--- config.mk ---
export PLATFORM = sky130hd
export DESIGN_NAME = sleep_wake_power_controller
export DESIGN_NICKNAME = d
export VERILOG_FILES = /design/src/pwr_seq_pkg.sv /design/src/sleep_wake_power_controller.sv
export SDC_FILE = /design/constraint.sdc
export NUM_CORES = 1
export LEC_CHECK = 0
export ABC_AREA = 1
export CORE_AREA = 2 2 228 230
export DETAILED_ROUTE_END_ITERATION = 12
export DIE_AREA = 0 0 230 232
export DONT_BUFFER_PORTS = 1
export PLACE_DENSITY = 0.58
export SYNTH_ARGS = -nofsm -noshare
export SYNTH_HDL_FRONTEND = slang
export SYNTH_SLANG_ARGS = --single-unit
--- constraint.sdc ---
create_clock -name hclk -period 2.3 [get_ports hclk]
set_input_delay 0.345 -clock hclk [delete_from_list [all_inputs] [get_ports hclk]]
set_output_delay 0.345 -clock hclk [all_outputs]
set_load 0.01 [all_outputs]
--- src/pwr_seq_pkg.sv ---
package pwr_seq_pkg;
    // ========================================================
    // register map (byte offsets, decoded on haddr[7:0])
    localparam int IO_N = 16;
    localparam logic [7:0] A_CTRL = 8'h00;
    localparam logic [7:0] A_STATUS = 8'h04;
    localparam logic [7:0] A_WAKE_EN = 8'h08;
    localparam logic [7:0] A_IO_EDGE = 8'h0C;
    localparam logic [7:0] A_FLAGS = 8'h10;
    localparam logic [7:0] A_CMP = 8'h14;
    localparam logic [7:0] A_TMR_BASE = 8'h18;
    localparam logic [7:0] A_TMR_STRIDE = 8'h08;
    localparam logic [7:0] A_TMR_HI_OFS = 8'h04;
    localparam logic [7:0] A_PC_BASE = 8'h28;
    localparam logic [7:0] A_PC_STRIDE = 8'h04;
    // ========================================================
    // control register fields
    localparam int C_SLEEP = 0;
    localparam int C_DEEP = 1;
    localparam int C_DOZE = 2;
    localparam int C_RAM = 3;
    localparam int C_ANA = 4;
    localparam int C_OSCOFF = 5;
    localparam int C_TMROFF = 6;
    localparam logic [6:0] CTRL_RST = 7'h00;
    // wake flag / enable layout
    localparam int F_IO = 0;
    localparam int F_TMR = 16;
    localparam int F_PC = 18;
    localparam int F_CMP = 20;
    localparam int F_W = 22;
    localparam logic [F_W-1:0] WAKE_EN_RST = 22'h000000;
    // status fields
    localparam int S_FROM_SLEEP = 6;
    localparam int S_CMP_LVL = 7;
    // timers and pulse counters
    localparam int TMR_W = 35;
    localparam int PC_W = 16;
    localparam int PC_DB = 16;
    // comparator negative input choices and hysteresis codes
    localparam logic [1:0] NEG_VREF = 2'h0;
    localparam logic [1:0] NEG_DAC = 2'h1;
    localparam logic [1:0] NEG_PIN = 2'h2;
    localparam logic [1:0] HYST_0MV = 2'h0;
    localparam logic [1:0] HYST_10MV = 2'h1;
    localparam logic [1:0] HYST_20MV = 2'h2;
    localparam logic [1:0] HYST_40MV = 2'h3;
    localparam logic [11:0] CMP_RST = 12'h000;

    typedef enum logic [5:0] {
        ST_ACTIVE = 6'h01,
        ST_DOZE = 6'h02,
        ST_SLEEP = 6'h04,
        ST_BOD = 6'h08,
        ST_OSC = 6'h10,
        ST_DEEP = 6'h20
    } state_t;

    typedef struct packed {
        logic bod_check;
        logic wake_timers;
        logic osc32m;
        logic osc32k;
        logic radio;
        logic ram;
        logic analog;
        logic digital;
    } pwr_t;

    typedef struct packed {
        logic [1:0] rise;
        logic [1:0] lowpwr;
        logic [1:0] en;
        logic [1:0] second_comparator_negative_input;
        logic [1:0] first_comparator_negative_input;
        logic [1:0] hyst;
    } cmp_cfg_t;
endpackage : pwr_seq_pkg

--- src/sleep_wake_power_controller.sv ---
// Implementation choices: the AHB-Lite interface to the registers and the register offsets.
`timescale 1ns/1ps
// Functional notes
// - always-on parts stay up; timers/oscillator switchable
// - digital domain off whenever asleep
// - analogue off asleep, software-switched when active
// - RAM kept in sleep only if retention chosen
// - radio powered only on baseband request, awake
// - doze halts CPU; any interrupt ends it
// - sleep only on software request; pins held
// - converter outputs high impedance during sleep
// - stopped 32k oscillator restarts on wake event
// - wake only from enabled timer/io/counter/comparator
// - wake: brown-out check, 32M start, release reset
// - two 35-bit timers on 32k, free running
// - any io edge, chosen polarity, can wake
// - comparator edge, chosen polarity, can wake
// - shared hysteresis: 0, 10, 20, 40 mV
// - negative input: reference, converter, or pin
// - comparator levels readable; enable, low-power mode
// - two 16-bit pulse counters never stop
// - counters wake without 32k unless debounced
// - deep sleep stops all; io event resets chip
module sleep_wake_power_controller
    import pwr_seq_pkg::*;
(
    input wire logic hclk,
    input wire logic hresetn,
    input wire logic hsel,
    input wire logic [31:0] haddr,
    input wire logic [1:0] htrans,
    input wire logic hwrite,
    input wire logic [2:0] hsize,
    input wire logic [31:0] hwdata,
    input wire logic hready,
    output logic hreadyout,
    output logic [31:0] hrdata,
    output logic hresp,
    input wire logic [IO_N-1:0] io_in,
    input wire logic [1:0] cmp_raw,
    input wire logic [1:0] pulse_in,
    input wire logic tick_32k,
    input wire logic bod_ok,
    input wire logic osc32m_stable,
    input wire logic radio_req,
    input wire logic irq_req,
    output pwr_t pwr,
    output cmp_cfg_t cmp_cfg,
    output logic cpu_halt,
    output logic cpu_reset_n,
    output logic io_hold,
    output logic dac_hiz,
    output logic chip_reset_req
);
    localparam int AW = IO_N + 7;

    // ========================================================
    // pin synchronisers
    logic [AW-1:0] sync1_reg;
    logic [AW-1:0] sync2_reg;
    logic [AW-1:0] prev_reg;
    logic [IO_N-1:0] io_s;
    logic [1:0] cmp_s;
    logic [1:0] pulse_s;
    logic tick_s;
    logic bod_s;
    logic osc_s;

    // stage one feeds stage two only; edges compare stage two to prev
    always_ff @(posedge hclk or negedge hresetn) begin
        if (!hresetn) begin
            sync1_reg <= '0;
            sync2_reg <= '0;
            prev_reg <= '0;
        end else begin
            sync1_reg <= {osc32m_stable, bod_ok, tick_32k, pulse_in, cmp_raw, io_in};
            sync2_reg <= sync1_reg;
            prev_reg <= sync2_reg;
        end
    end
    assign {osc_s, bod_s, tick_s, pulse_s, cmp_s, io_s} = sync2_reg;

    // ========================================================
    // AHB-Lite slave: zero wait, always OKAY
    logic wr_pend_reg;
    logic [7:0] wr_addr_reg;
    logic addr_ok;
    logic [31:0] rd_val;
    assign addr_ok = hsel & htrans[1] & hready;
    assign hreadyout = 1'b1;
    assign hresp = 1'b0;

    // write data arrives one cycle after its address phase
    always_ff @(posedge hclk or negedge hresetn) begin
        if (!hresetn) begin
            wr_pend_reg <= 1'b0;
            wr_addr_reg <= 8'h00;
        end else begin
            wr_pend_reg <= addr_ok & hwrite;
            wr_addr_reg <= haddr[7:0];
        end
    end

    logic wr_ctrl;
    logic wr_stat;
    logic wr_flags;
    assign wr_ctrl = wr_pend_reg && wr_addr_reg == A_CTRL;
    assign wr_stat = wr_pend_reg && wr_addr_reg == A_STATUS;
    assign wr_flags = wr_pend_reg && wr_addr_reg == A_FLAGS;

    // ========================================================
    // configuration registers
    logic [6:0] ctrl_reg;
    logic [F_W-1:0] wake_en_reg;
    logic [IO_N-1:0] io_edge_reg;
    cmp_cfg_t cmp_reg;
    always_ff @(posedge hclk or negedge hresetn) begin
        if (!hresetn) begin
            ctrl_reg <= CTRL_RST;
            wake_en_reg <= WAKE_EN_RST;
            io_edge_reg <= '0;
            cmp_reg <= CMP_RST;
        end else if (wr_pend_reg) begin
            if (wr_addr_reg == A_CTRL)
                ctrl_reg <= {hwdata[6:3], 3'h0}; // request bits never stored
            if (wr_addr_reg == A_WAKE_EN)
                wake_en_reg <= hwdata[F_W-1:0];
            if (wr_addr_reg == A_IO_EDGE)
                io_edge_reg <= hwdata[IO_N-1:0];
            if (wr_addr_reg == A_CMP)
                cmp_reg <= hwdata[11:0];
        end
    end
    assign cmp_cfg = cmp_reg;

    // ========================================================
    // state machine
    state_t state_reg;
    state_t state_next;
    logic [F_W-1:0] flags_reg;
    logic wake_hit;
    logic io_hit;
    logic sleep_wr;
    assign wake_hit = |(flags_reg & wake_en_reg);
    assign io_hit = |(flags_reg[F_IO+:IO_N] & wake_en_reg[F_IO+:IO_N]);
    assign sleep_wr = wr_ctrl & hwdata[C_SLEEP];

    // leftover pending flags make a fresh sleep end at once
    always_comb begin
        state_next = state_reg;
        case (state_reg)
            ST_ACTIVE: begin
                if (wr_ctrl & hwdata[C_DEEP])
                    state_next = ST_DEEP;
                else if (sleep_wr)
                    state_next = ST_SLEEP;
                else if (wr_ctrl & hwdata[C_DOZE])
                    state_next = ST_DOZE;
            end
            ST_DOZE: begin
                if (irq_req)
                    state_next = ST_ACTIVE;
            end
            ST_SLEEP: begin
                if (wake_hit)
                    state_next = ST_BOD;
            end
            ST_BOD: begin
                if (bod_s)
                    state_next = ST_OSC;
            end
            ST_OSC: begin
                if (osc_s)
                    state_next = ST_ACTIVE;
            end
            ST_DEEP: state_next = ST_DEEP; // left only by chip reset
            default: state_next = ST_ACTIVE;
        endcase
    end

    always_ff @(posedge hclk or negedge hresetn) begin
        if (!hresetn)
            state_reg <= ST_ACTIVE;
        else
            state_reg <= state_next;
    end

    // ========================================================
    // power and hold outputs, decoded from the state flops together with ctrl_reg bits, radio_req, wake_hit and io_hit
    logic run;
    logic asleep;
    logic waking;
    assign run = state_reg == ST_ACTIVE || state_reg == ST_DOZE;
    assign asleep = state_reg == ST_SLEEP;
    assign waking = state_reg == ST_BOD || state_reg == ST_OSC;

    always_comb begin
        pwr = '0;
        pwr.digital = run;
        pwr.analog = run & ctrl_reg[C_ANA];
        pwr.ram = run | ((asleep | waking) & ctrl_reg[C_RAM]);
        pwr.radio = run & radio_req;
        // a wake event reopens the oscillator in the same cycle
        pwr.osc32k = state_reg != ST_DEEP &&
            !(asleep & ctrl_reg[C_OSCOFF] & !wake_hit);
        pwr.wake_timers = state_reg != ST_DEEP &&
            !(asleep & ctrl_reg[C_TMROFF] & !wake_hit);
        pwr.osc32m = run | state_reg == ST_OSC;
        pwr.bod_check = state_reg == ST_BOD;
    end
    assign cpu_halt = state_reg == ST_DOZE;
    assign cpu_reset_n = run;
    assign io_hold = asleep | waking | state_reg == ST_DEEP;
    assign dac_hiz = !run;
    assign chip_reset_req = state_reg == ST_DEEP && io_hit;

    // ========================================================
    // 32k tick, only counted while the oscillator runs
    logic tick_ok;
    // the tick sits at bit IO_N+4 of the synchroniser word, above the pulse inputs
    assign tick_ok = tick_s & ~prev_reg[IO_N+4] & pwr.osc32k & pwr.wake_timers;

    // ========================================================
    // io and comparator edge events
    logic [IO_N-1:0] io_evt;
    logic [1:0] cmp_evt;
    logic [1:0] tmr_evt;
    logic [1:0] pc_evt;
    // alternate pin functions do not block the edge detector
    assign io_evt = (io_s & ~prev_reg[IO_N-1:0] & io_edge_reg) |
        (~io_s & prev_reg[IO_N-1:0] & ~io_edge_reg);
    assign cmp_evt = cmp_reg.en & ((cmp_s & ~prev_reg[IO_N+:2] & cmp_reg.rise) |
        (~cmp_s & prev_reg[IO_N+:2] & ~cmp_reg.rise));

    // ========================================================
    // wakeup timers and pulse counters, one pair each
    logic [TMR_W-1:0] tmr_cnt [2];
    logic [PC_W-1:0] pc_cnt [2];
    logic [1:0] pc_db;

    for (genvar i = 0; i < 2; i++) begin : g_src
        localparam logic [7:0] TLO = 8'(A_TMR_BASE + A_TMR_STRIDE * 8'(i));
        localparam logic [7:0] THI = 8'(TLO + A_TMR_HI_OFS);
        localparam logic [7:0] PAD = 8'(A_PC_BASE + A_PC_STRIDE * 8'(i));
        logic [TMR_W-1:0] tmr_reg;
        logic [PC_W-1:0] pc_reg;
        logic [PC_W-1:0] thr_reg;
        logic db_reg;
        logic samp_reg;
        logic stable_reg;
        logic stable_prev_reg;
        logic pin_lvl;
        logic pin_prev;

        // down-counter: expiry at one-to-zero, then it keeps wrapping
        always_ff @(posedge hclk or negedge hresetn) begin
            if (!hresetn)
                tmr_reg <= '0;
            else if (wr_pend_reg && wr_addr_reg == TLO)
                tmr_reg <= {tmr_reg[TMR_W-1:32], hwdata};
            else if (wr_pend_reg && wr_addr_reg == THI)
                tmr_reg <= {hwdata[TMR_W-33:0], tmr_reg[31:0]};
            else if (tick_ok)
                tmr_reg <= tmr_reg - TMR_W'(1);
        end
        assign tmr_evt[i] = tick_ok && tmr_reg == TMR_W'(1);
        assign tmr_cnt[i] = tmr_reg;

        // debounce samples on the 32k tick, so it needs the oscillator
        always_ff @(posedge hclk or negedge hresetn) begin
            if (!hresetn) begin
                samp_reg <= 1'b0;
                stable_reg <= 1'b0;
            end else if (tick_ok) begin
                samp_reg <= pulse_s[i];
                if (samp_reg == pulse_s[i])
                    stable_reg <= pulse_s[i];
            end
        end
        assign pin_lvl = db_reg ? stable_reg : pulse_s[i];

        always_ff @(posedge hclk or negedge hresetn) begin
            if (!hresetn)
                stable_prev_reg <= 1'b0;
            else
                stable_prev_reg <= stable_reg;
        end
        assign pin_prev = db_reg ? stable_prev_reg : prev_reg[IO_N+2+i];

        // counts in every state, wake sequence included
        always_ff @(posedge hclk or negedge hresetn) begin
            if (!hresetn) begin
                pc_reg <= '0;
                thr_reg <= '0;
                db_reg <= 1'b0;
            end else if (wr_pend_reg && wr_addr_reg == PAD) begin
                pc_reg <= '0;
                thr_reg <= hwdata[PC_W-1:0];
                db_reg <= hwdata[PC_DB];
            end else if (pin_lvl & ~pin_prev) begin
                pc_reg <= pc_reg + PC_W'(1);
            end
        end
        assign pc_evt[i] = pin_lvl && !pin_prev && !(wr_pend_reg && wr_addr_reg == PAD)
            && pc_reg + PC_W'(1) == thr_reg;
        assign pc_cnt[i] = pc_reg;
        assign pc_db[i] = db_reg;
    end

    // ========================================================
    // sticky wake flags: write one clears, a new event wins
    logic [F_W-1:0] flag_set;
    logic [F_W-1:0] flag_clr;
    assign flag_set = {cmp_evt, pc_evt, tmr_evt, io_evt};
    assign flag_clr = wr_flags ? hwdata[F_W-1:0] : '0;
    always_ff @(posedge hclk or negedge hresetn) begin
        if (!hresetn)
            flags_reg <= '0;
        else
            flags_reg <= (flags_reg & ~flag_clr) | flag_set;
    end

    // reset-from-sleep marker for the boot code
    logic from_sleep_reg;
    always_ff @(posedge hclk or negedge hresetn) begin
        if (!hresetn)
            from_sleep_reg <= 1'b0;
        else if (state_reg == ST_OSC && osc_s)
            from_sleep_reg <= 1'b1;
        else if (wr_stat & hwdata[S_FROM_SLEEP])
            from_sleep_reg <= 1'b0;
    end

    // ========================================================
    // read mux, registered into the data phase
    always_comb begin
        rd_val = 32'h0000_0000;
        case (haddr[7:0])
            A_CTRL: rd_val = {25'h0, ctrl_reg};
            A_STATUS: rd_val = {23'h0, cmp_s, from_sleep_reg, state_reg};
            A_WAKE_EN: rd_val = {10'h0, wake_en_reg};
            A_IO_EDGE: rd_val = {16'h0, io_edge_reg};
            A_FLAGS: rd_val = {10'h0, flags_reg};
            A_CMP: rd_val = {20'h0, cmp_reg};
            8'h18: rd_val = tmr_cnt[0][31:0];
            8'h1C: rd_val = {29'h0, tmr_cnt[0][TMR_W-1:32]};
            8'h20: rd_val = tmr_cnt[1][31:0];
            8'h24: rd_val = {29'h0, tmr_cnt[1][TMR_W-1:32]};
            8'h28: rd_val = {15'h0, pc_db[0], pc_cnt[0]};
            8'h2C: rd_val = {15'h0, pc_db[1], pc_cnt[1]};
            default: rd_val = 32'h0000_0000;
        endcase
    end

    always_ff @(posedge hclk or negedge hresetn) begin
        if (!hresetn)
            hrdata <= 32'h0000_0000;
        else if (addr_ok & ~hwrite)
            hrdata <= rd_val;
    end
endmodule : sleep_wake_power_controller

==> key figures <==
Run status
  – Status: finished with violations
  – Failing checks: negative hold slack, negative setup slack

Place
  – I/O Buffers: 0
  – Final Wtd Congestion: 0.937
  – Cell area after placement: 0.0187 mm^2
  – HPWL after detailed placement: 44,000 um
  – Dpl ws: 0.0689 ns
  – Cell count after placement: 3,075

Synth
  – Post-synth top area cell: dfrtp_1
  – FF+latch count, synth: 333
  – Synth top area share: 47.1%
  – Ys async rst share: 100%
  – Synth warn: 0
  – Area contributors post-synth: dfrtp_1 (47%), nand2_1 (18%), nand3_1 (6.4%)
  – Post-Syn Area per Cell: 7.34 um^2
  – Post-synth EDFFs: 0
  – Syn Inst Count: 2,406
  – Synthesized Nets: 2,511
  – Sequential element share of the synthesized area: 47.2%
  – Top FF cell, synth: dfrtp_1
  – Synthesized area: 0.0177 mm^2
  – Post-synthesis cell type count: 46

Layout
  – Layout cells sized above 1: 8.58%
  – NumNets Final: 2,600
  – Finished Layout Cells: 3,208
  – Final instance area: 0.0209 mm^2
  – FF/Latch Area: 0.00833 mm^2
  – Max reg flops: 70
  – FILL cells: 5,292
  – P&R area growth vs syn: 18.6%
  – Inserted Diodes: 0
  – Final Core Density: 41.1%
  – Multi-input gate area: 0.00821 mm^2

Detailed routing
  – ANT nets after route: 0
  – Vias: 16,900
  – Drt pass-1 iters: 6
  – DRC violations left: 0
  – Drt via density: 5.27
  – Final wirelength: 62,600 um
  – Drt wl/cell: 19.5 um
  – DRT iter0 DRCs: 1,703

Pwr
  – Worst vdd ir: 0.695 mV
  – Leak pwr: 0.0103 uW
  – Power per Cell Area: 927 mW/mm^2

Clocking
  – Clock slew at reported path FFs: 0.06 ns
  – Clock tree root driver cell: clkbuf_16
  – Skew-Pair Late Insertion Delay: 0.59 ns
  – CTS tree: done
  – Clock sink total: 333
  – Max H-tree Level: 2
  – Clock Tree Buf Depth: 3
  – Hold-fix buffers at CTS: 45
  – TritonCTS Buffers: 41

Run
  – MaxCap Viol Count: 0

Timing
  – Final Hold Viols: 332
  – Post-Route Skew: 0.0338 ns
  – Worst-Margin Slew: 0.979 ns
  – RSZ-0062 raised after global routing: yes
  – Minimum clock period: 2.35 ns
  – Relative slew slack: 34.7%
  – Final worst slack: -0.0538 ns
  – Final period util: 102%
  – Final hold slack: -0.533 ns
  – Max Slew Vio Count: 0
  – Fmax: 425 MHz
  – Setup TNS: -0.0714 ns
  – Final setup violation count: 2

Min path
  – Tightest Hold Check Type: primary input to async pin

Worst setup path
  – R2R Path Start: g_src[1].tmr_reg[1]$_DFFE_PN0P_
  – Worst Reg-to-Reg Cells: 11
  – CP startpoint: state_reg[2]$_DFFE_PN0P_
  – Endpoint class of the critical path: output pin
  – Worst Path Max Fanout: 3
  – WP data arrival: 2.01 ns
  – WS Path Type: flip-flop to output pin
  – Critical Path RT: 1.96 ns
  – Critical Path Source Type: flip-flop

Global routing
  – Global route hottest layer: met2
  – Routing usage on met1: 30.5%
  – Overflow after GRT: 0
  – Largest net degree at the start of global routing: 334
  – Vias in the first global route: 16,000
  – Total GRT Usage: 23.3%
  – Met2 Track Usage GR: 38.0%
  – GR Layer Usage met3: 5.28%
  – Initial antenna violation count: 1
  – First-pass GRT wire length: 95,300 um

Die
  – Core ar.: 0.0509 mm^2
  – Die area: 0.0534 mm^2
  – Initial Utilization: 34.7%
  – I/O pin count: 158
  – Chip height: 232 um
  – Cell row count: 83
  – Die X-Extent: 230 um
power breakdown:
part	internal [uW]	switching [uW]	leakage, uW	total (uW)
registers	6490	815	0.00382	7310
clock network	4630	2780	0.000761	7420
logic	1610	3070	0.00572	4680
path summary, 6_finish.rpt:
check,to,slack [ns]
max,pwr[5],-0.05
min,g_src[0].pc_reg[5]$_DFFE_PN0P_,-0.53
max reg2reg,g_src[1].tmr_reg[26]$_DFFE_PN0P_,0.16
min reg2reg,sync2_reg[10]$_DFF_PN0_,0.35
max in group asynchronous,flags_reg[17]$_DFF_PN0_,2.02
min in group hclk,g_src[1].tmr_reg[30]$_DFFE_PN0P_,0.03
area by class of cell:
cell class / instances / area share [%]
clock buffer: 51 / 5.37
clock inverter: 25 / 2.07
inverter: 233 / 4.21
multi-input combinational: 1765 / 39.2
sequential: 333 / 39.8
tap: 680 / 4.06
timing repair buffer: 121 / 5.27
worst max-delay path, cell delays in order, from the launching register on:
cell and delay (ns):
dfrtp_1 0.42, nor2_2 0.17, inv_2 0.06, nor4_4 0.22
buf_4 0.18, inv_2 0.05, nand2_4 0.07, buf_6 0.13
or2_4 0.12
per-stage QoR:
step	power (uW)	hold slack, ns
after detailed placement	11700	0.0790
after global routing	20500	-0.553
after global placement	11700	0.0761
after floorplan	10400	0.0494
after CTS	19300	-0.552
final	19400	-0.533
cell usage in the layout, fill, tap and decap left out, types with 7 or more instances in the layout:
cell type / instances
o21ai_0: 192
nor3_1: 11
clkinv_2: 9
inv_2: 11
nor2_1: 226
buf_4: 68
dfrtp_1: 332
dlygate4sd3_1: 45
o211ai_1: 18
bufinv_16: 10
nor2_2: 13
nand2_2: 8
o21ai_1: 13
nand3b_1: 12
xor2_1: 14
nand4_1: 31
nor2_4: 10
clkbuf_16: 41
nand2_1: 821
a21oi_1: 26
xnor2_1: 7
inv_1: 219
nand3_1: 225
o22ai_1: 82
logic make-up after synthesis:
kind of cell / count (synthesis) / synth area share [%]
AND/OR/NAND/NOR: 1387 / 33.0
XOR/XNOR: 22 / 1.17
flip-flops: 333 / 47.2
AO/OA/AOI/OAI: 348 / 11.0
other: 2 / 0.0425
buffers and inverters: 308 / 7.13
adder cells (fa/ha/maj): 6 / 0.425
layer usage:
| layer | wire [um] | part of all wire, % | vias up |
|---|---|---|---|
| met5 | 0 | 0 | - |
| met1 | 26000 | 41 | 8094 |
| met2 | 29000 | 46 | 705 |
| met4 | 2250 | 3.6 | 0 |
| li1 | - | - | 7997 |
| met3 | 5380 | 8.6 | 123 |
synth_stat cells, types with 14 or more instances:
master	count
dfrtp_1	332
nand3_1	226
buf_2	19
o211ai_1	18
nor2_1	237
o22ai_1	82
clkbuf_1	40
xor2_1	14
o21ai_0	193
nand2_1	826
nand4_1	31
a21oi_1	26
inv_1	226
repair_timing:
action	in CTS	in global routing
setup endpoints to repair	9	18
resized for setup	16	29
buffers inserted	3	9
pin swaps	3	6
endpoints found under the hold margin	382	333
Power figures use the tool's default switching activity.
